[config.mk]
export PLATFORM = sky130hd
export DESIGN_NAME = phy_base_regs
export DESIGN_NICKNAME = d
export VERILOG_FILES = /design/src/hw/phy_regs_pkg.sv /design/src/hw/phy_page_window.sv /design/src/hw/phy_base_regs.sv
export SDC_FILE = /design/constraint.sdc
export NUM_CORES = 1
export LEC_CHECK = 0
export BUFFER_PORTS_ARGS = -buffer_cell sky130_fd_sc_hd__buf_2
export CAP_MARGIN = 10
export CELL_PAD_IN_SITES_DETAIL_PLACEMENT = 1
export CELL_PAD_IN_SITES_GLOBAL_PLACEMENT = 2
export CORE_UTILIZATION = 30
export CTS_BUF_LIST = sky130_fd_sc_hd__clkbuf_2
export DETAILED_ROUTE_END_ITERATION = 8
export GPL_TIMING_DRIVEN = 0
export MAX_ROUTING_LAYER = met4
export PLACE_DENSITY = 0.94
export SLEW_MARGIN = 0
export SYNTH_ARGS = -nofsm -noshare
export SYNTH_HDL_FRONTEND = slang
export SYNTH_HIERARCHICAL = 1
export SYNTH_SLANG_ARGS = --single-unit
[constraint.sdc]
create_clock -name i_clk -period 3.6 [get_ports i_clk]
set_input_delay 0 -clock i_clk [delete_from_list [all_inputs] [get_ports i_clk]]
set_output_delay 0 -clock i_clk [all_outputs]
set_load 0.05 [all_outputs]
[src/hw/phy_regs_pkg.sv]
// Package for the serial bus PHY base register bank.
// Assumes 8-bit register data and a 4-bit register address.
package phy_regs_pkg;

  // ----------------------------------------------------------------
  // Register addresses
  // ----------------------------------------------------------------
  localparam logic [3:0] ADDR_NODE_IDENTITY_STATUS   = 4'h0;
  localparam logic [3:0] ADDR_ROOT_RESET_GAP_CONTROL = 4'h1;
  localparam logic [3:0] ADDR_EXTENSION_PORT_COUNT   = 4'h2;
  localparam logic [3:0] ADDR_SPEED_LATENCY_INFO     = 4'h3;
  localparam logic [3:0] ADDR_LINK_CONTENDER_POWER   = 4'h4;
  localparam logic [3:0] ADDR_EVENT_ENABLE_FLAGS     = 4'h5;
  localparam logic [3:0] ADDR_LEGACY_SPEED_BRIDGE    = 4'h6;
  localparam logic [3:0] ADDR_PAGE_PORT_SELECTOR     = 4'h7;

  // ----------------------------------------------------------------
  // Field positions (bit 7 is the first printed bit position)
  // ----------------------------------------------------------------
  localparam int ROOT_FLAG_BIT         = 1;
  localparam int CABLE_POWER_BIT       = 0;
  localparam int ROOT_HOLDOFF_BIT      = 7;
  localparam int BUS_RESET_REQ_BIT     = 6;
  localparam int PAGE_SELECT_LSB       = 5;
  localparam int PORT_SELECT_LSB       = 0;

  // ----------------------------------------------------------------
  // Reset values and constant fields
  // ----------------------------------------------------------------
  localparam logic [5:0] GAP_COUNT_RESET   = 6'h3f;
  localparam logic [2:0] EXTENDED_SET_CODE = 3'h7;
  localparam logic [3:0] PORT_COUNT_CODE   = 4'h3;
  localparam logic [2:0] LEGACY_SPEED_CODE = 3'h7;
  localparam logic [3:0] REPEATER_DELAY    = 4'h2;
  localparam logic [1:0] LINK_CTRL_RESET   = 2'h2; // Link control set, contender clear
  localparam logic [7:0] REG_ZERO          = 8'h00;

  // Reserved page range; pages 2 to 6 read as zero
  localparam logic [2:0] PAGE_FIRST_RSVD = 3'h2;
  localparam logic [2:0] PAGE_LAST_RSVD  = 3'h6;

  // ----------------------------------------------------------------
  // Long bus reset time
  // ----------------------------------------------------------------
  localparam int CLK_MHZ           = 125;
  localparam int LONG_RESET_US     = 166;
  localparam int LONG_RESET_CYCLES = LONG_RESET_US * CLK_MHZ;

  // ----------------------------------------------------------------
  // Carriers
  // ----------------------------------------------------------------
  typedef struct packed {
    logic [3:0] addr;
    logic [7:0] wdata;
    logic       wr;
    logic       rd;
  } reg_req_t;

  // Paged window request to the page logic
  typedef struct packed {
    logic [2:0] page;
    logic [3:0] port;
    logic [2:0] index;
  } page_req_t;

endpackage

[src/hw/phy_page_window.sv]
// Paged window data for locations 8h to Fh.
// Assumes the page contents come from the arbiter as flat vectors.
`timescale 1ns/1ns
module phy_page_window (
  // Clock and reset
  input  wire logic                       i_clk,
  input  wire logic                       i_reset,
  // Window select
  input  wire phy_regs_pkg::page_req_t    i_sel,
  // Page 0, 1 and 7 contents, eight bytes each
  input  wire logic [63:0]                i_page0,
  input  wire logic [63:0]                i_page1,
  input  wire logic [63:0]                i_page7,
  // Selected byte, combinational
  output logic [7:0]                      o_data
);

  logic [7:0] page_byte [0:7];

  // ----------------------------------------------------------------
  // Byte pick per page; reserved pages give zero
  // ----------------------------------------------------------------
  genvar g;
  generate
    for (g = 0; g < 8; g++) begin : g_page
      always_comb begin
        if (g == 0) begin
          page_byte[g] = i_page0[8*i_sel.index +: 8];
        end else if (g == 1) begin
          page_byte[g] = i_page1[8*i_sel.index +: 8];
        end else if (g == 7) begin
          page_byte[g] = i_page7[8*i_sel.index +: 8];
        end else begin
          page_byte[g] = phy_regs_pkg::REG_ZERO;
        end
      end
    end
  endgenerate

  // Clock kept for a registered variant; reset blanks the window read
  always_comb begin
    o_data = i_reset ? phy_regs_pkg::REG_ZERO : page_byte[i_sel.page];
  end

endmodule

[src/hw/phy_base_regs.sv]
// Base register bank of a three-port serial bus PHY: eight fixed
// registers at 0h-7h and an eight-page window at 8h-Fh.
// Assumes synchronous inputs from the arbiter core and a single-cycle
// read/write strobe port from the link-side register access logic.
//
// Operation
// - Sixteen locations; 0h-7h always reach the fixed base registers.
// - Locations 8h-Fh show one of eight pages chosen by the page field.
// - Base register layout does not change with the selected page.
// - Reserved registers and fields read zero.
// - Pages 2 to 6 are reserved and read zero.
// - Node address comes from self-identification, invalid until it completes.
// - Root flag clears on bus reset, sets when this node becomes root.
// - Cable power flag follows the cable power sense input.
// - Root holdoff requests root after next bus reset; kept across bus reset.
// - Bus reset request starts a 166 us reset once traffic ends.
// - Bus reset request clears on hardware reset, on bus reset or once the long reset runs.
// - Gap count set by register write or configuration packet.
// - Gap count becomes 3Fh on reset or two bare bus resets.
// - Extended set field reads 111b.
// - Port count field reads three.
// - Legacy speed field reads 111b.
// - Repeater delay field reads 02h.
`timescale 1ns/1ns
module phy_base_regs #(
  parameter int LONG_RESET_CYCLES = phy_regs_pkg::LONG_RESET_CYCLES
) (
  // Clock and reset
  input  wire logic                       i_clk,
  input  wire logic                       i_reset,
  // Register port
  input  wire logic [3:0]                 i_addr,
  input  wire logic [7:0]                 i_wdata,
  input  wire logic                       i_wr,
  input  wire logic                       i_rd,
  output logic [7:0]                      o_rdata,
  // Arbiter core status
  input  wire logic                       i_bus_reset,
  input  wire logic                       i_self_id_done,
  input  wire logic [5:0]                 i_self_id_addr,
  input  wire logic                       i_became_root,
  input  wire logic                       i_cable_power_sense,
  input  wire logic                       i_traffic_busy,
  input  wire logic [2:0]                 i_power_class_strap,
  // Configuration packet updates
  input  wire logic                       i_cfg_gap_valid,
  input  wire logic [5:0]                 i_cfg_gap,
  input  wire logic                       i_cfg_holdoff_valid,
  input  wire logic                       i_cfg_holdoff,
  // Paged window contents
  input  wire logic [63:0]                i_page0,
  input  wire logic [63:0]                i_page1,
  input  wire logic [63:0]                i_page7,
  // Controls to the arbiter core
  output logic                            o_root_holdoff,
  output logic [5:0]                      o_gap_count,
  output logic                            o_long_reset,
  output logic                            o_node_addr_valid,
  output logic [2:0]                      o_page_select,
  output logic [3:0]                      o_port_select
);

  // ----------------------------------------------------------------
  // State
  // ----------------------------------------------------------------
  typedef enum logic [2:0] {
    RST_IDLE = 3'b001,
    RST_WAIT = 3'b010,
    RST_RUN  = 3'b100
  } reset_state_t;

  reset_state_t state;
  reset_state_t next_state;

  logic [5:0]  node_address_field;
  logic        node_addr_valid;
  logic        root_flag;
  logic        cable_power_flag;
  logic        root_holdoff_flag;
  logic        bus_reset_request;
  logic [5:0]  gap_count;
  logic        gap_touched;      // Gap written since the last bus reset
  logic        prior_bare_reset; // A bus reset has been seen since hardware reset
  logic [1:0]  link_ctrl;        // Link active control and contender
  logic [2:0]  power_class;
  logic [7:0]  event_flags;
  logic [3:0]  legacy_bridge;
  logic [2:0]  page_select;
  logic [3:0]  port_select;
  logic [31:0] reset_count;
  logic        strap_taken;
  logic [7:0]  window_data;
  logic [7:0]  next_rdata;
  logic        wr_base;

  phy_regs_pkg::page_req_t page_sel;

  assign wr_base = i_wr && !i_addr[3];

  // ----------------------------------------------------------------
  // Node identity and root status
  // ----------------------------------------------------------------

  // Address is only trusted after self-identification finishes
  always_ff @(posedge i_clk) begin
    if (i_reset) begin
      node_address_field <= 6'h00;
      node_addr_valid    <= 1'b0;
    end else if (i_bus_reset) begin
      node_addr_valid <= 1'b0;
    end else if (i_self_id_done) begin
      node_address_field <= i_self_id_addr;
      node_addr_valid    <= 1'b1;
    end
  end

  // Bus reset wins over a stale root indication
  always_ff @(posedge i_clk) begin
    if (i_reset || i_bus_reset) begin
      root_flag <= 1'b0;
    end else if (i_became_root) begin
      root_flag <= 1'b1;
    end
  end

  // Sense input is already synchronous; one register keeps read data clean
  always_ff @(posedge i_clk) begin
    if (i_reset) begin
      cable_power_flag <= 1'b0;
    end else begin
      cable_power_flag <= i_cable_power_sense;
    end
  end

  // ----------------------------------------------------------------
  // Root holdoff and bus reset request
  // ----------------------------------------------------------------

  // Holdoff survives bus reset so it takes effect in the next tree-ID
  always_ff @(posedge i_clk) begin
    if (i_reset) begin
      root_holdoff_flag <= 1'b0;
    end else if (i_cfg_holdoff_valid) begin
      root_holdoff_flag <= i_cfg_holdoff;
    end else if (wr_base && i_addr == phy_regs_pkg::ADDR_ROOT_RESET_GAP_CONTROL) begin
      root_holdoff_flag <= i_wdata[phy_regs_pkg::ROOT_HOLDOFF_BIT];
    end
  end

  // A write of one sets the request; the bus reset clears it unless a new write lands
  always_ff @(posedge i_clk) begin
    if (i_reset) begin
      bus_reset_request <= 1'b0;
    end else if (wr_base && i_addr == phy_regs_pkg::ADDR_ROOT_RESET_GAP_CONTROL
                 && i_wdata[phy_regs_pkg::BUS_RESET_REQ_BIT]) begin
      bus_reset_request <= 1'b1;
    end else if (i_bus_reset || state == RST_RUN) begin
      bus_reset_request <= 1'b0;
    end
  end

  // Sequencer for the long bus reset, held off by traffic in progress
  always_comb begin
    case (state)
      RST_IDLE: next_state = bus_reset_request ? RST_WAIT : RST_IDLE;
      RST_WAIT: next_state = !bus_reset_request ? RST_IDLE // Bus reset cancels the wait
                           : i_traffic_busy ? RST_WAIT : RST_RUN;
      RST_RUN:  next_state = (reset_count == 32'(LONG_RESET_CYCLES - 1)) ? RST_IDLE : RST_RUN;
      default:  next_state = RST_IDLE;
    endcase
  end

  always_ff @(posedge i_clk) begin
    if (i_reset) begin
      state <= RST_IDLE;
    end else begin
      state <= next_state;
    end
  end

  // Counts the 166 us long reset at the system clock rate
  always_ff @(posedge i_clk) begin
    if (i_reset || state != RST_RUN) begin
      reset_count <= 32'h0000_0000;
    end else begin
      reset_count <= reset_count + 32'h0000_0001;
    end
  end

  // ----------------------------------------------------------------
  // Gap count
  // ----------------------------------------------------------------

  // Two bus resets in a row with no update fall back to the maximum gap
  always_ff @(posedge i_clk) begin
    if (i_reset) begin
      gap_count        <= phy_regs_pkg::GAP_COUNT_RESET;
      gap_touched      <= 1'b0;
      prior_bare_reset <= 1'b0;
    end else if (i_cfg_gap_valid) begin
      gap_count   <= i_cfg_gap;
      gap_touched <= 1'b1;
    end else if (wr_base && i_addr == phy_regs_pkg::ADDR_ROOT_RESET_GAP_CONTROL) begin
      gap_count   <= i_wdata[5:0];
      gap_touched <= 1'b1;
    end else if (i_bus_reset) begin
      gap_touched      <= 1'b0;
      prior_bare_reset <= 1'b1;
      if (!gap_touched && prior_bare_reset) begin
        gap_count <= phy_regs_pkg::GAP_COUNT_RESET;
      end
    end
  end

  // ----------------------------------------------------------------
  // Writable fields in registers 4h to 7h
  // ----------------------------------------------------------------

  // Power class strap is caught on the first clock after reset release
  always_ff @(posedge i_clk) begin
    if (i_reset) begin
      link_ctrl   <= phy_regs_pkg::LINK_CTRL_RESET;
      power_class <= 3'h0;
      strap_taken <= 1'b0;
    end else if (!strap_taken) begin
      power_class <= i_power_class_strap;
      strap_taken <= 1'b1;
    end else if (wr_base && i_addr == phy_regs_pkg::ADDR_LINK_CONTENDER_POWER) begin
      link_ctrl   <= i_wdata[7:6];
      power_class <= i_wdata[2:0];
    end
  end

  // Event and enable bits kept plainly writable
  always_ff @(posedge i_clk) begin
    if (i_reset) begin
      event_flags   <= 8'h00;
      legacy_bridge <= 4'h0;
    end else if (wr_base && i_addr == phy_regs_pkg::ADDR_EVENT_ENABLE_FLAGS) begin
      event_flags <= i_wdata;
    end else if (wr_base && i_addr == phy_regs_pkg::ADDR_LEGACY_SPEED_BRIDGE) begin
      legacy_bridge <= i_wdata[4:1];
    end
  end

  // Page and port select; the reserved bit between them is dropped
  always_ff @(posedge i_clk) begin
    if (i_reset) begin
      page_select <= 3'h0;
      port_select <= 4'h0;
    end else if (wr_base && i_addr == phy_regs_pkg::ADDR_PAGE_PORT_SELECTOR) begin
      page_select <= i_wdata[phy_regs_pkg::PAGE_SELECT_LSB +: 3];
      port_select <= i_wdata[phy_regs_pkg::PORT_SELECT_LSB +: 4];
    end
  end

  // ----------------------------------------------------------------
  // Paged window and read path
  // ----------------------------------------------------------------
  assign page_sel.page  = page_select;
  assign page_sel.port  = port_select;
  assign page_sel.index = i_addr[2:0];

  phy_page_window u_window (
    .i_clk   (i_clk),
    .i_reset (i_reset),
    .i_sel   (page_sel),
    .i_page0 (i_page0),
    .i_page1 (i_page1),
    .i_page7 (i_page7),
    .o_data  (window_data)
  );

  // Base layout is fixed; constant fields and reserved bits are built in here
  always_comb begin
    next_rdata = phy_regs_pkg::REG_ZERO;
    if (i_addr[3]) begin
      next_rdata = window_data;
    end else begin
      case (i_addr[2:0])
        3'h0: next_rdata = {node_address_field, root_flag, cable_power_flag};
        3'h1: next_rdata = {root_holdoff_flag, bus_reset_request, gap_count};
        3'h2: next_rdata = {phy_regs_pkg::EXTENDED_SET_CODE, 1'b0,
                            phy_regs_pkg::PORT_COUNT_CODE};
        3'h3: next_rdata = {phy_regs_pkg::LEGACY_SPEED_CODE, 1'b0,
                            phy_regs_pkg::REPEATER_DELAY};
        3'h4: next_rdata = {link_ctrl, 3'h0, power_class};
        3'h5: next_rdata = event_flags;
        3'h6: next_rdata = {3'h0, legacy_bridge, 1'b0};
        3'h7: next_rdata = {page_select, 1'b0, port_select};
        default: next_rdata = phy_regs_pkg::REG_ZERO;
      endcase
    end
  end

  // Read data stand only in the cycle after the read strobe
  always_ff @(posedge i_clk) begin
    if (i_reset || !i_rd) begin
      o_rdata <= phy_regs_pkg::REG_ZERO;
    end else begin
      o_rdata <= next_rdata;
    end
  end

  // ----------------------------------------------------------------
  // Outputs to the arbiter core
  // ----------------------------------------------------------------
  assign o_root_holdoff    = root_holdoff_flag;
  assign o_gap_count       = gap_count;
  assign o_long_reset      = (state == RST_RUN);
  assign o_node_addr_valid = node_addr_valid;
  assign o_page_select     = page_select;
  assign o_port_select     = port_select;

endmodule

* Word level (Yosys, flattened, before mapping)
Index checks and enable logic that the tools add are counted.
Word-level totals: logic and storage cells 98, flip-flop bits (word level) 87, input bits 231
Cells by class: shift-type cells 3, bitwise logic cells 5, $lt $le $gt $ge 1, add/subtract/negate cells 1, equal/unequal tests 18, reductions and logical operators 26, multiplexer cells 25
Operators with widths (count):
- indexed part select 64 x 7 -> 8 bit | 3
- one-hot mux 8 bit (8 select lines) | 1
- adder 32 x 1 -> 32 bit (second input constant) | 1
- == test 32 x 15 -> 1 bit (second input constant) | 1
- 2-to-1 mux 8 bit | 4
- binary-select mux 8 bit (select 3 bit) | 1
- 2-to-1 mux 6 bit | 4
- == test 4 x 3 -> 1 bit (second input constant) | 4
- == test 3 bit (second input constant) | 5
- 2-to-1 mux 3 bit | 5
- == test 3 x 2 -> 1 bit (second input constant) | 3
- one-hot mux 3 bit (3 select lines) | 1
- logical AND 1 bit | 8
- 2-to-1 mux 1 bit | 8
- AND reduction 2 bit | 4
- == test 3 x 1 -> 1 bit (second input constant) | 2
- nonzero test 3 bit | 2
- == test 4 x 1 -> 1 bit (second input constant) | 1
- >= comparator 4 bit (second input constant) | 1
- logical OR 1 bit | 4
- inverter 1 bit | 4
- inverter 3 -> 4 bit | 1
- nonzero test 2 bit | 2
- zero test 1 bit | 3
- other kinds (6) | 6

* Longest topological paths before layout
Gate-level depths: netlist of run 1.
depth after elaboration 6, mapped depth 9, mapped depth without buffers 6

* Cells and area by module
Netlist of run 1, hierarchy kept.
Modules (own cells, without submodules):
- phy_base_regs | sequential area each 1741.7 µm², cells an instance 451, times used 1, area an instance 3991.3 µm²
- phy_page_window | sequential area each 0.0 µm², cells an instance 186, times used 1, area an instance 1746.7 µm²

* Worst setup path after synthesis of run 1
Ideal clock, no wire load.
kind reg-to-reg, from register state[2], to register reset_count[24], path slack 1.211 ns, data required time 3.529 ns, buffers on the path 1, cell stages (with the launch flop) 5, arrival 2.318 ns, path through dfxtp_1 nor3b_1 nand2_1 clkbuf_1 a21oi_1
Between the ends: cells in the longest elaborated chain, start to end 2
RTL lines:
- from (decl) | RTL line phy_base_regs.sv:72 | reset_state_t state;
- from (signal assigned) | RTL line phy_base_regs.sv:177 | state <= next_state;
- inequality test 3 bit | RTL line phy_base_regs.sv:183 | if (i_reset || state != RST_RUN) begin
- logical OR 1 bit | RTL line phy_base_regs.sv:183
- to (signal assigned) | RTL line phy_base_regs.sv:186 | reset_count <= reset_count + 32'h0000_0001;
- to (decl) | RTL line phy_base_regs.sv:90 | logic [31:0] reset_count;
No other way between the ends. A chain may end at the register's enable or synchronous reset.

* Worst setup path after layout of run 1
from input port i_addr[1], to register gap_count[0], in the netlist o_gap_count[0]
Between the ends: cells in the longest elaborated chain, start to end 4, elaborated cells between the ends (all ways) 7, classes of those cells eq/ne: 1; mux: 2; reduce/logical: 4
RTL lines:
- from (decl) | RTL line phy_base_regs.sv:32 | input wire logic [3:0] i_addr,
- == test 4 x 1 -> 1 bit (*) | RTL line phy_base_regs.sv:203 | end else if (wr_base && i_addr == phy_regs_pkg::ADDR_ROOT_RESET_GAP_CONTROL) begin
- logical AND 1 bit (*) | RTL line phy_base_regs.sv:203
- nonzero test 3 bit (no line) or 2-to-1 mux 6 bit (tied branches)
- AND reduction 2 bit (no line) or 2-to-1 mux 6 bit (tied branches)
- to (signal assigned) | RTL line phy_base_regs.sv:201 | gap_count <= i_cfg_gap;
- to (signal assigned) | RTL line phy_base_regs.sv:204 | gap_count <= i_wdata[5:0];
- to (signal assigned) | RTL line phy_base_regs.sv:210 | gap_count <= phy_regs_pkg::GAP_COUNT_RESET;
- to (decl) | RTL line phy_base_regs.sv:81 | logic [5:0] gap_count;
Mark *: on every way between the ends. The rest lies on a longest branch, timed or not.

==> results of run 1 <==
-- routing by layer --
metal | GRT usage (%) | vias up | share of wire (%)
met3 | 4.00 | 24 | 4.5
met4 | 6.65 | 0 | 1.7
met1 | 30.0 | 3139 | 44
met2 | 41.9 | 176 | 50
met5 | - | - | 0
li1 | - | 3060 | -
-- logic make-up (layout without fill, tap and decap cells) --
group	count (synthesis)	in the layout	synth area share [%]
AOI/OAI and AO/OA	125	125	14.3
xor gates and xnor gates	12	12	1.83
adders and majority gates	2	2	0.436
buffers and inverters	57	384	5.69
DFF	87	87	30.4
muxes	130	130	26.5
and+or+nand+nor	224	224	20.9
-- where the power goes --
part | leakage, nW | total (W) | switching [W] | internal, W
combinational | 2.65 | 0.000571 | 0.000290 | 0.000281
sequential | 0.707 | 0.00100 | 0.0000152 | 0.000988
clock | 0.0811 | 0.000588 | 0.000362 | 0.000226
total | 3.44 | 0.00216 | 0.000667 | 0.00149
-- state kept, by name (all words and copies together), names as in the netlist, 2 cells and up --
signal	cells
node_address_field	6
o_rdata	8
o_port_select	4
o_page_select	3
o_gap_count	6
event_flags	8
link_ctrl	2
state	3
reset_count	32
legacy_bridge	4
power_class	3
-- cell usage in the layout (no fill, tap or decap), types with 12 or more instances in the layout --
| cell | n |
|---|---|
| clkbuf_1 | 19 |
| dfxtp_1 | 87 |
| a22oi_1 | 25 |
| dlygate4sd3_1 | 59 |
| nor2_1 | 52 |
| a21oi_1 | 31 |
| mux2i_1 | 111 |
| nand3_1 | 23 |
| nand2_1 | 38 |
| nand4_1 | 17 |
| o21ai_0 | 23 |
| buf_2 | 260 |
| or4_1 | 14 |
| mux4_2 | 12 |
| nor2b_1 | 16 |
-- path summary, 6_finish.rpt --
| check | to | cells past startpoint | from | slack (ps) |
|---|---|---|---|---|
| worst max-delay path | o_gap_count[0] | 8 | i_addr[1] | 1020 |
| worst min-delay path | o_rdata[1] | 7 | i_page7[9] | 30 |
| worst max register to register | o_rdata[4] | 5 | o_page_select[0] | 1190 |
| worst min register to register | reset_count[31] | 2 | reset_count[31] | 510 |
-- worst max-delay path, delay by kind of cell --
family | cells | cell delay, ps
compound gates | 3 | 1010
buf+inv | 5 | 2160
-- cells in the mapped netlist (all sizes together) (2+ instances only) --
master and instances:
mux2i 111, a221o 2, nor4bb 2, xor2 6
buf 27, a21oi 31, nor4b 2, o21ai 23
a22oi 25, or3 10, and3 3, nor2b 16
nand3 24, nor3 13, nand2b 7, o2bb2ai 2
o211ai 10, mux4 16, nor3b 2, and2 3
inv 9, dfxtp 87, or2 2, clkbuf 20
o311ai 2, nor4 11, mux2 3, nand4 18
nand2 38, ha 2, and4 2, nor2 53
or4 14, a211oi 10, o31ai 10, xnor2 6
-- layout make-up --
type | instances | area [um^2]
clock buffer | 9 | 45.0
fill | 2320 | 10700
clock inverter | 7 | 86.3
buffer | 47 | 289
tap | 234 | 293
timing repair buffer | 311 | 1850
multi-input combinational | 493 | 3670
inverter | 10 | 37.5
sequential | 87 | 1740
-- what timing repair did --
item                                   4_1_cts  5_1_grt
setup buffers                                0        0
hold buffers                                59        0
endpoints found under the hold margin       56        0
-- metrics by stage --
| stage | hold WS (ps) | worst slack (ps) | cell area [um^2] | utilization [%] |
|---|---|---|---|---|
| 2_1_floorplan | 76.8 | 1210 | 5740 | - |
| 3_3_place_gp | 240 | 1410 | 7290 | 39.0 |
| 3_5_place_dp | 253 | 1350 | 7290 | 39.0 |
| 4_1_cts | 0.691 | 1140 | 8010 | 42.8 |
| 5_1_grt | 11.2 | 844 | 8010 | 42.8 |
| 6_report | 28.0 | 1020 | 8010 | 42.8 |
==> flow_results.xml, run 1 <==
<?xml version="1.0" encoding="UTF-8"?>
<metrics>
  <group name="run_status">
    <metric name="status" unit="">complete, no violations</metric>
  </group>
  <group name="setup_path">
    <metric name="setup.worst_path.class" unit="">primary input to flop</metric>
    <metric name="worst-endpoint-arrival" unit="ps">3170</metric>
    <metric name="worst-endpoint-required" unit="ps">4190</metric>
    <metric name="worst_path_max_delay_cell" unit="">a41oi_1</metric>
    <metric name="critical_path.max_stage_delay" unit="ps">730</metric>
    <metric name="critPathLaunchType" unit="">primary input</metric>
    <metric name="crit_path_max_fanout" unit="">9</metric>
    <metric name="cell_chain_of_the_critical_path" unit="">buf_2 -&gt; clkbuf_1 -&gt; clkinv_1 -&gt; a41oi_1 -&gt; a211oi_1 -&gt; dlygate4sd3_1 -&gt; o21ai_0 -&gt; dlygate4sd3_1</metric>
    <metric name="critPathMostFrequentCell" unit="">dlygate4sd3_1</metric>
    <metric name="crit_path_end_kind" unit="">flop</metric>
  </group>
  <group name="timing">
    <metric name="fin_setup_tns" unit="ps">0</metric>
    <metric name="layout_min_cycle_time" unit="ps">2580</metric>
    <metric name="grt_setup_unrepaired" unit="">no</metric>
    <metric name="finalCritPeriodShare" unit="%">71.7</metric>
    <metric name="timing.final.setup_violations" unit="">0</metric>
    <metric name="skew_final" unit="ps">28.9</metric>
    <metric name="count_of_final_hold_check_violations" unit="">0</metric>
    <metric name="maxSlewViolCount" unit="">0</metric>
    <metric name="worstMarginPinSlew" unit="ps">952</metric>
    <metric name="timing.slew.headroom" unit="%">36.0</metric>
    <metric name="maxClockFrequency" unit="GHz">0.387</metric>
  </group>
  <group name="drt">
    <metric name="detailedRoute.firstPassIterationCount" unit="">6</metric>
    <metric name="num_vias" unit="">6399</metric>
    <metric name="viasPerCell" unit="">5.34</metric>
    <metric name="wl_per_cell" unit="um">19.9</metric>
    <metric name="drt.antenna.violating_nets" unit="">0</metric>
    <metric name="finalWirelength" unit="mm">23.9</metric>
    <metric name="first_iter_violations" unit="">323</metric>
    <metric name="drc" unit="">0</metric>
  </group>
  <group name="logic_synthesis">
    <metric name="avgSynthCellArea" unit="um^2">9.01</metric>
    <metric name="yosysWarningCount" unit="">6</metric>
    <metric name="syn-cell-area" unit="um^2">5740</metric>
    <metric name="yosys.area.top_type_share" unit="%">30.4</metric>
    <metric name="syn-num-nets" unit="">870</metric>
    <metric name="synth.ff_latch_count" unit="">87</metric>
    <metric name="post_synth_num_cell_types" unit="">62</metric>
    <metric name="synth_seq_area_share" unit="%">30.4</metric>
    <metric name="cells_taking_the_most_area_after_synthesis" unit="">dfxtp_1 (30%), mux2i_1 (19%), mux4_2 (4.7%), nor2_1 (3.4%), a22oi_1 (3.3%)</metric>
    <metric name="ys_async_sr_fraction" unit="%">0</metric>
    <metric name="netlist_instances" unit="">637</metric>
    <metric name="postSynth.topFlopCell" unit="">dfxtp_1</metric>
    <metric name="synth_edf_count" unit="">0</metric>
    <metric name="synth_top_area_cell" unit="">dfxtp_1</metric>
  </group>
  <group name="place">
    <metric name="place.detailed.hpwl" unit="mm">18.3</metric>
    <metric name="gp_congestion" unit="">0.840</metric>
    <metric name="port_buffers" unit="">252</metric>
    <metric name="place.detailed.instances" unit="">1123</metric>
  </group>
  <group name="grt">
    <metric name="grt_pass1_vias" unit="">6497</metric>
    <metric name="gr-usage-all-layers" unit="%">24.6</metric>
    <metric name="first_pass_grt_wire_length" unit="mm">36.0</metric>
    <metric name="overflow" unit="">0</metric>
    <metric name="grt_start_max_net_pins" unit="">15</metric>
    <metric name="antenna_violations_before_repair" unit="">0</metric>
  </group>
  <group name="clocking">
    <metric name="ctsLongestPathBuffers" unit="">2</metric>
    <metric name="root_buffer" unit="">clkbuf_2</metric>
    <metric name="numClockSinks" unit="">87</metric>
    <metric name="htree_num_levels" unit="">3</metric>
    <metric name="cts.reportedPaths.clkPinSlew" unit="ps">250</metric>
    <metric name="tritoncts" unit="">built</metric>
    <metric name="tritoncts.num_buffers" unit="">9</metric>
    <metric name="insertion_delay_of_the_later_clocked_pin_in_the_worst_skew_pair" unit="ps">620</metric>
    <metric name="postcts_resize_cnt" unit="">0</metric>
  </group>
  <group name="job">
    <metric name="drv.max_cap_violation_count" unit="">0</metric>
  </group>
  <group name="pwr">
    <metric name="design_power_total" unit="W">0.00216</metric>
    <metric name="powerDensity" unit="nW/um^2">270</metric>
    <metric name="vdd_ir_drop_max" unit="mV">0.217</metric>
    <metric name="p_leak" unit="nW">3.44</metric>
  </group>
  <group name="layout">
    <metric name="ant_diodes" unit="">0</metric>
    <metric name="area_delta_synth_final" unit="%">39.7</metric>
    <metric name="stdcell_count" unit="">1198</metric>
    <metric name="drive_above_1_share" unit="%">32.1</metric>
    <metric name="nNetsFinal" unit="">1192</metric>
  </group>
  <group name="floorplan">
    <metric name="die_y" unit="um">140</metric>
    <metric name="die_x" unit="um">140</metric>
    <metric name="io_pins" unit="">255</metric>
    <metric name="rows" unit="">50</metric>
    <metric name="start_util" unit="%">30.7</metric>
    <metric name="coreArea" unit="um^2">18700</metric>
    <metric name="dieArea" unit="um^2">19700</metric>
  </group>
  <group name="worst_hold_path">
    <metric name="timing.hold.worst.class" unit="">primary input to flop</metric>
  </group>
</metrics>
Note: power is estimated with default switching activity, not from simulation.
==> inputs of run 2 (changes only) <==
ABC_AREA = 1   (was unset)
CORE_UTILIZATION = 24   (was 30)
PLACE_DENSITY = 0.87   (was 0.94)
clock period = 2.6 ns   (was 3.6 ns; I/O delays follow)
==> run 2 against run 1 <==
Against the previous run: final cell count up 65%; combinational power is 65% higher; die area is 47% higher; cell area rose by 17%; global-route usage is 2.2 points lower; worst setup slack got worse by 920 ps; critical path depth rose by 4; critical endpoint is now o_gap_count[2]; largest cell class unchanged; highest routed layer unchanged.
==> flow_results.xml, run 2 <==
<?xml version="1.0" encoding="UTF-8"?>
<metrics>
  <group name="floorplan">
    <metric name="coreArea" unit="um^2">27800</metric>
    <metric name="io_pins" unit="">255</metric>
    <metric name="rows" unit="">61</metric>
    <metric name="dieArea" unit="um^2">28900</metric>
    <metric name="die_x" unit="um">170</metric>
    <metric name="die_y" unit="um">170</metric>
    <metric name="start_util" unit="%">24.4</metric>
  </group>
  <group name="pwr">
    <metric name="powerDensity" unit="nW/um^2">329</metric>
    <metric name="vdd_ir_drop_max" unit="mV">0.201</metric>
    <metric name="p_leak" unit="nW">4.67</metric>
  </group>
  <group name="timing">
    <metric name="timing.slew.headroom" unit="%">60.3</metric>
    <metric name="fin_setup_tns" unit="ps">0</metric>
    <metric name="grt_setup_unrepaired" unit="">no</metric>
    <metric name="layout_min_cycle_time" unit="ps">2500</metric>
    <metric name="finalCritPeriodShare" unit="%">96.1</metric>
    <metric name="count_of_final_hold_check_violations" unit="">0</metric>
    <metric name="timing.final.setup_violations" unit="">0</metric>
    <metric name="worstMarginPinSlew" unit="ps">595</metric>
    <metric name="maxClockFrequency" unit="GHz">0.400</metric>
    <metric name="maxSlewViolCount" unit="">0</metric>
    <metric name="skew_final" unit="ps">49.0</metric>
    <metric name="postLayoutSetupSlackWorst" unit="ps">100</metric>
  </group>
  <group name="layout">
    <metric name="final_common_cell" unit="">nand2_1</metric>
    <metric name="drive_above_1_share" unit="%">21.4</metric>
    <metric name="top_regs" unit="">reset_count x32, event_flags x8, o_rdata x8</metric>
    <metric name="nNetsFinal" unit="">1820</metric>
    <metric name="most_flops_register" unit="">reset_count</metric>
    <metric name="layout_common_cells" unit="">nand2_1 (393), buf_2 (278), nor2_1 (184)</metric>
    <metric name="area_delta_synth_final" unit="%">38.2</metric>
    <metric name="largest_reg_flops" unit="">32</metric>
  </group>
  <group name="clocking">
    <metric name="tritoncts.num_buffers" unit="">9</metric>
    <metric name="cts_post_setup_buffers_inserted" unit="">0</metric>
    <metric name="quantity_of_hold_fixing_buffers_added_after_cts" unit="">72</metric>
    <metric name="tritoncts" unit="">built</metric>
    <metric name="cts.reportedPaths.clkPinSlew" unit="ps">320</metric>
    <metric name="ctsLongestPathBuffers" unit="">2</metric>
    <metric name="insertion_delay_of_the_later_clocked_pin_in_the_worst_skew_pair" unit="ps">590</metric>
    <metric name="root_buffer" unit="">clkbuf_2</metric>
    <metric name="postcts_resize_cnt" unit="">0</metric>
    <metric name="htree_num_levels" unit="">3</metric>
    <metric name="numClockSinks" unit="">87</metric>
  </group>
  <group name="logic_synthesis">
    <metric name="synth_common_cells" unit="">nand2_1 (393), nor2_1 (184), inv_1 (182), nand3_1 (144), dfxtp_1 (87)</metric>
    <metric name="synth_edf_count" unit="">0</metric>
    <metric name="synth.ff_latch_count" unit="">87</metric>
    <metric name="syn-num-nets" unit="">1484</metric>
    <metric name="cells_taking_the_most_area_after_synthesis" unit="">dfxtp_1 (26%), nand2_1 (22%), nand3_1 (11%), nor2_1 (10%), inv_1 (10%)</metric>
    <metric name="netlist_instances" unit="">1251</metric>
    <metric name="yosysWarningCount" unit="">6</metric>
    <metric name="synth_top_area_cell" unit="">dfxtp_1</metric>
    <metric name="post_synth_num_cell_types" unit="">33</metric>
    <metric name="ys_async_sr_fraction" unit="%">0</metric>
    <metric name="yosys.area.top_type_share" unit="%">25.7</metric>
    <metric name="synth.most_common_cell" unit="">nand2_1</metric>
    <metric name="synth_seq_area_share" unit="%">25.7</metric>
    <metric name="postSynth.topFlopCell" unit="">dfxtp_1</metric>
    <metric name="syn-cell-area" unit="um^2">6780</metric>
    <metric name="avgSynthCellArea" unit="um^2">5.42</metric>
  </group>
  <group name="grt">
    <metric name="gr-usage-all-layers" unit="%">22.4</metric>
    <metric name="antenna_violations_before_repair" unit="">2</metric>
    <metric name="grt_start_max_net_pins" unit="">19</metric>
    <metric name="grt_pass1_vias" unit="">9164</metric>
    <metric name="overflow" unit="">0</metric>
    <metric name="first_pass_grt_wire_length" unit="mm">48.5</metric>
  </group>
  <group name="setup_path">
    <metric name="critical_path.reg2reg.endpoint" unit="">o_rdata[4]</metric>
    <metric name="rrSetupSlack" unit="ps">690</metric>
    <metric name="critical_path.max_stage_delay" unit="ps">600</metric>
    <metric name="worst-endpoint-required" unit="ps">3140</metric>
    <metric name="timing.rr.start" unit="">o_page_select[0]</metric>
    <metric name="reg2regPathDepth" unit="">9</metric>
    <metric name="crit_path_end_kind" unit="">flop</metric>
    <metric name="worst_path_max_delay_cell" unit="">dlygate4sd3_1</metric>
    <metric name="setup.worst_path.class" unit="">primary input to flop</metric>
    <metric name="cell_chain_of_the_critical_path" unit="">dlygate4sd3_1 -&gt; buf_2 -&gt; inv_2 -&gt; nand2_1 -&gt; inv_1 -&gt; nand2_1 -&gt; nand2_2 -&gt; o21ai_0 -&gt; dlygate4sd3_1 -&gt; o21ai_1 -&gt; dlygate4sd3_1 -&gt; nand2_1</metric>
    <metric name="cp.buffers_inverters" unit="">6</metric>
    <metric name="critPathLaunchType" unit="">primary input</metric>
    <metric name="worst-endpoint-arrival" unit="ps">3040</metric>
    <metric name="cpLargestDelayFamily" unit="">buffers and inverters</metric>
    <metric name="crit_path_max_fanout" unit="">8</metric>
  </group>
  <group name="drt">
    <metric name="num_vias" unit="">8970</metric>
    <metric name="finalWirelength" unit="mm">31.7</metric>
    <metric name="drt.antenna.violating_nets" unit="">0</metric>
    <metric name="viasPerCell" unit="">4.55</metric>
    <metric name="first_iter_violations" unit="">443</metric>
    <metric name="detailedRoute.firstPassIterationCount" unit="">5</metric>
    <metric name="drc" unit="">0</metric>
    <metric name="wl_per_cell" unit="um">16.1</metric>
  </group>
  <group name="place">
    <metric name="gp_congestion" unit="">0.907</metric>
    <metric name="detailedPlace.worstSlack" unit="ps">519</metric>
    <metric name="port_buffers" unit="">253</metric>
    <metric name="place.detailed.hpwl" unit="mm">25.4</metric>
  </group>
  <group name="worst_hold_path">
    <metric name="timing.hold.worst.class" unit="">primary input to flop</metric>
    <metric name="min_path_cells" unit="">9</metric>
    <metric name="worst_hold_path.endpoint" unit="">o_rdata[3]</metric>
    <metric name="hold_start" unit="">i_page7[27]</metric>
  </group>
  <group name="job">
    <metric name="drv.max_cap_violation_count" unit="">0</metric>
  </group>
  <group name="run_status">
    <metric name="status" unit="">complete, no violations</metric>
  </group>
</metrics>
[run 2: kinds of logic (layout without fill, tap and decap cells)]
kind of cell	Yosys count	after routing	share of synthesized area (%)
buffers and inverters	239	580	14.5
AOI/OAI and AO/OA	141	141	10.8
other	0	2	0
DFF	87	87	25.7
and+or+nand+nor	781	781	48.5
adders and majority gates	2	2	0.369
xor gates and xnor gates	1	1	0.129
[run 2: through the flow]
stage                     util, %  power, W  cell area (um^2)  hold WS, ps  std cells
after detailed placement     30.7   0.00227              8520          239       1882
final                        33.7   0.00308              9360          170       1972
after CTS                    33.7   0.00310              9360          125       1970
after global placement       30.7   0.00226              8520          227       1882
after floorplan                 -   0.00188              6780          107       1251
after global routing         33.7   0.00326              9360          202       1972
[run 2: power by group]
part / switching (W) / internal [W]
Combinational: 0.000549 / 0.000395
Sequential: 0.0000220 / 0.00137
Clock: 0.000574 / 0.000163
[run 2: per-layer routing]
metal	vias to the layer above	part of all wire [%]	global-route usage, %
li1	4549	-	-
met5	-	0	-
met1	4099	43	25.7
met4	0	2.4	7.36
met2	273	49	40.0
met3	49	5.3	2.84
[run 2: cell type report]
type | instances | area (um^2)
timing repair buffer | 325 | 1990
clock inverter | 7 | 76.3
tap | 378 | 473
multi-input combinational | 925 | 4050
antenna | 2 | 5.00
sequential | 87 | 1740
clock buffer | 9 | 45.0
buffer | 50 | 273
inverter | 189 | 709
fill | 3907 | 18400
[run 2: worst max path at each step]
stage	startpoint	to	slack [ps]	cells past startpoint
final	i_addr[3]	o_gap_count[2]	100	12
after global routing	i_addr[3]	o_gap_count[2]	10	12
after CTS	i_reset	node_address_field[1]	320	9
after detailed placement	i_addr[1]	o_rdata[7]	520	13
after global placement	i_addr[1]	o_rdata[7]	510	13
after floorplan	o_page_select[0]	o_rdata[7]	840	11
[run 2: tightest hold or removal path: stages]
cell     delay [ps]
buf_2            70
o21ai_0          60
nand3_1          80
nand3_1          80
nand2_1          70
nand2_1          50
a21oi_1         130
o21ai_0         110
nor2_1           90
==> inputs of run 3 (changes only) <==
CELL_PAD_IN_SITES_DETAIL_PLACEMENT = unset   (was 1)
CELL_PAD_IN_SITES_GLOBAL_PLACEMENT = unset   (was 2)
CORE_ASPECT_RATIO = 1.25   (was unset)
CORE_UTILIZATION = 52   (was 24)
PLACE_DENSITY = 0.89   (was 0.87)
==> run 3 against run 2 <==
Against the previous run: cell area shrank 4.0%; combinational power shrank 2.5%; worst hold slack lost 160 ps; utilization grew 37 points; clock skew shrank 23 ps; first-iteration DRC count grew 98%; routed wire length shrank 10%; critical endpoint is now o_gap_count[4].
==> flow_results.xml, run 3 (synthesis results as in run 2) <==
<?xml version="1.0" encoding="UTF-8"?>
<metrics>
  <group name="grt">
    <metric name="overflow" unit="">0</metric>
    <metric name="antenna_violations_before_repair" unit="">5</metric>
    <metric name="grt_start_max_net_pins" unit="">15</metric>
    <metric name="first_pass_grt_wire_length" unit="mm">44.1</metric>
    <metric name="gr-usage-all-layers" unit="%">42.8</metric>
    <metric name="grt_pass1_vias" unit="">8840</metric>
  </group>
  <group name="place">
    <metric name="place.detailed.hpwl" unit="mm">20.3</metric>
    <metric name="port_buffers" unit="">253</metric>
    <metric name="gp_congestion" unit="">0.978</metric>
  </group>
  <group name="drt">
    <metric name="first_iter_violations" unit="">879</metric>
    <metric name="total_routed_wire_length_on_the_met1_layer" unit="mm">10.6</metric>
    <metric name="finalWirelength" unit="mm">28.4</metric>
    <metric name="viasPerCell" unit="">5.39</metric>
    <metric name="drc" unit="">0</metric>
    <metric name="drt.antenna.violating_nets" unit="">0</metric>
    <metric name="num_vias" unit="">9451</metric>
    <metric name="detailedRoute.firstPassIterationCount" unit="">8</metric>
    <metric name="wl_met2" unit="mm">13.5</metric>
    <metric name="wl_per_cell" unit="um">16.2</metric>
    <metric name="detailed_route_wirelength_on_metal3" unit="mm">2.60</metric>
    <metric name="highest-signal-layer" unit="">met4</metric>
  </group>
  <group name="floorplan">
    <metric name="die_x" unit="um">104</metric>
    <metric name="die_y" unit="um">130</metric>
    <metric name="coreArea" unit="um^2">12700</metric>
    <metric name="rows" unit="">46</metric>
    <metric name="dieArea" unit="um^2">13500</metric>
    <metric name="start_util" unit="%">53.3</metric>
    <metric name="io_pins" unit="">255</metric>
  </group>
  <group name="clocking">
    <metric name="numClockSinks" unit="">87</metric>
    <metric name="cts.reportedPaths.clkPinSlew" unit="ps">250</metric>
    <metric name="insertion_delay_of_the_later_clocked_pin_in_the_worst_skew_pair" unit="ps">590</metric>
    <metric name="tritoncts.num_buffers" unit="">9</metric>
    <metric name="ctsLongestPathBuffers" unit="">2</metric>
    <metric name="htree_num_levels" unit="">3</metric>
    <metric name="tritoncts" unit="">built</metric>
    <metric name="postcts_resize_cnt" unit="">0</metric>
    <metric name="root_buffer" unit="">clkbuf_2</metric>
  </group>
  <group name="timing">
    <metric name="timing.slew.headroom" unit="%">58.2</metric>
    <metric name="grt_setup_unrepaired" unit="">no</metric>
    <metric name="timing.final.setup_violations" unit="">0</metric>
    <metric name="maxSlewViolCount" unit="">0</metric>
    <metric name="fin_setup_tns" unit="ps">0</metric>
    <metric name="count_of_final_hold_check_violations" unit="">0</metric>
    <metric name="finalHoldWorstSlack" unit="ps">11.8</metric>
    <metric name="worstMarginPinSlew" unit="ps">627</metric>
    <metric name="maxClockFrequency" unit="GHz">0.405</metric>
    <metric name="skew_final" unit="ps">26.1</metric>
    <metric name="finalCritPeriodShare" unit="%">95.0</metric>
    <metric name="layout_min_cycle_time" unit="ps">2470</metric>
  </group>
  <group name="layout">
    <metric name="largest_reg_flops" unit="">32</metric>
    <metric name="area_delta_synth_final" unit="%">32.6</metric>
    <metric name="final_common_cell" unit="">nand2_1</metric>
    <metric name="most_flops_register" unit="">reset_count</metric>
    <metric name="top_regs" unit="">reset_count x32, event_flags x8, o_rdata x8</metric>
    <metric name="n_fill_cell" unit="">1146</metric>
    <metric name="drive_above_1_share" unit="%">21.4</metric>
    <metric name="nNetsFinal" unit="">1809</metric>
    <metric name="layout_common_cells" unit="">nand2_1 (393), buf_2 (278), nor2_1 (184)</metric>
  </group>
  <group name="run_status">
    <metric name="status" unit="">complete, no violations</metric>
  </group>
  <group name="worst_hold_path">
    <metric name="timing.hold.worst.class" unit="">primary input to flop</metric>
  </group>
  <group name="setup_path">
    <metric name="cpLargestDelayFamily" unit="">buffers and inverters</metric>
    <metric name="crit_path_max_fanout" unit="">8</metric>
    <metric name="crit_path_end_kind" unit="">flop</metric>
    <metric name="cp.buffers_inverters" unit="">6</metric>
    <metric name="worst-endpoint-arrival" unit="ps">2990</metric>
    <metric name="critPathLaunchType" unit="">primary input</metric>
    <metric name="setup.worst_path.class" unit="">primary input to flop</metric>
    <metric name="worst-endpoint-required" unit="ps">3120</metric>
    <metric name="cell_chain_of_the_critical_path" unit="">dlygate4sd3_1 -&gt; buf_2 -&gt; inv_2 -&gt; nand2_1 -&gt; inv_1 -&gt; nand2_1 -&gt; nand2_2 -&gt; o211ai_1 -&gt; dlygate4sd3_1 -&gt; o21ai_1 -&gt; dlygate4sd3_1 -&gt; nand2_1</metric>
    <metric name="critical_path.max_stage_delay" unit="ps">590</metric>
    <metric name="worst_path_max_delay_cell" unit="">dlygate4sd3_1</metric>
  </group>
  <group name="pwr">
    <metric name="powerDensity" unit="nW/um^2">338</metric>
    <metric name="p_leak" unit="nW">4.60</metric>
    <metric name="vdd_ir_drop_max" unit="mV">0.363</metric>
  </group>
  <group name="job">
    <metric name="drv.max_cap_violation_count" unit="">0</metric>
  </group>
</metrics>
==> run 3: cell types whose count changed in the layout (fill, tap and decap cells not counted), sizes merged <==
cell / delta
dlygate4sd3: -11
diode: +3
inv: -3
clkinvlp: +2
bufinv: +1
clkbuf: +1
clkinv: -1
==> run 3: metal layers <==
metal | GRT usage [%] | vias up
li1 | - | 4521
met1 | 45.9 | 4134
met2 | 73.2 | 633
met3 | 8.70 | 163
met4 | 26.1 | 0
met5 | - | -
==> run 3: final timing paths <==
kind	from	to	slack, ps	cells after the start
min reg2reg	event_flags[6]	event_flags[6]	470	2
max	i_addr[3]	o_gap_count[4]	130	12
min	i_addr[2]	o_rdata[6]	10	6
max reg2reg	o_page_select[0]	o_rdata[2]	640	11
==> run 3: timing repair <==
| item | CTS | global route |
|---|---|---|
| endpoints found under the hold margin | 53 | 0 |
| setup buffers | 0 | 0 |
| hold buffers | 61 | 0 |
==> run 3: worst min-delay path: stages <==
cell and delay [ps]:
buf_2 150, nor2_4 90, a21oi_1 130, nand4_1 100
nand2_1 60, inv_1 30
==> run 3: final cells by class <==
cell class              count  area (um^2)  share of cell area, %
diodes                      5         12.5                  0.139
plain buffers              50          273                   3.03
clock buffers              10         50.0                  0.557
clock inverters             6         61.3                  0.682
inverters                 189          709                   7.89
multi-input cells         925         4050                   45.1
flip-flops and latches     87         1740                   19.4
well taps                 168          210                   2.34
repair buffers            314         1880                   20.9
==> run 3: through the flow <==
stage	instance area, um^2	cells	setup slack [ps]	util, %	power [W]
after floorplan	6780	1251	835	-	0.00188
after global placement	8250	1672	716	64.9	0.00221
after detailed placement	8250	1672	704	64.9	0.00222
after CTS	8980	1749	375	70.6	0.00296
after global routing	8990	1754	68.7	70.7	0.00314
final	8990	1754	131	70.7	0.00303
==> run 3: where the power goes <==
group / internal (W) / switching [W] / leakage [nW]
Combinational: 0.000383 / 0.000537 / 3.83
Sequential: 0.00137 / 0.0000257 / 0.707
Clock: 0.000220 / 0.000496 / 0.0632
Total: 0.00197 / 0.00106 / 4.60
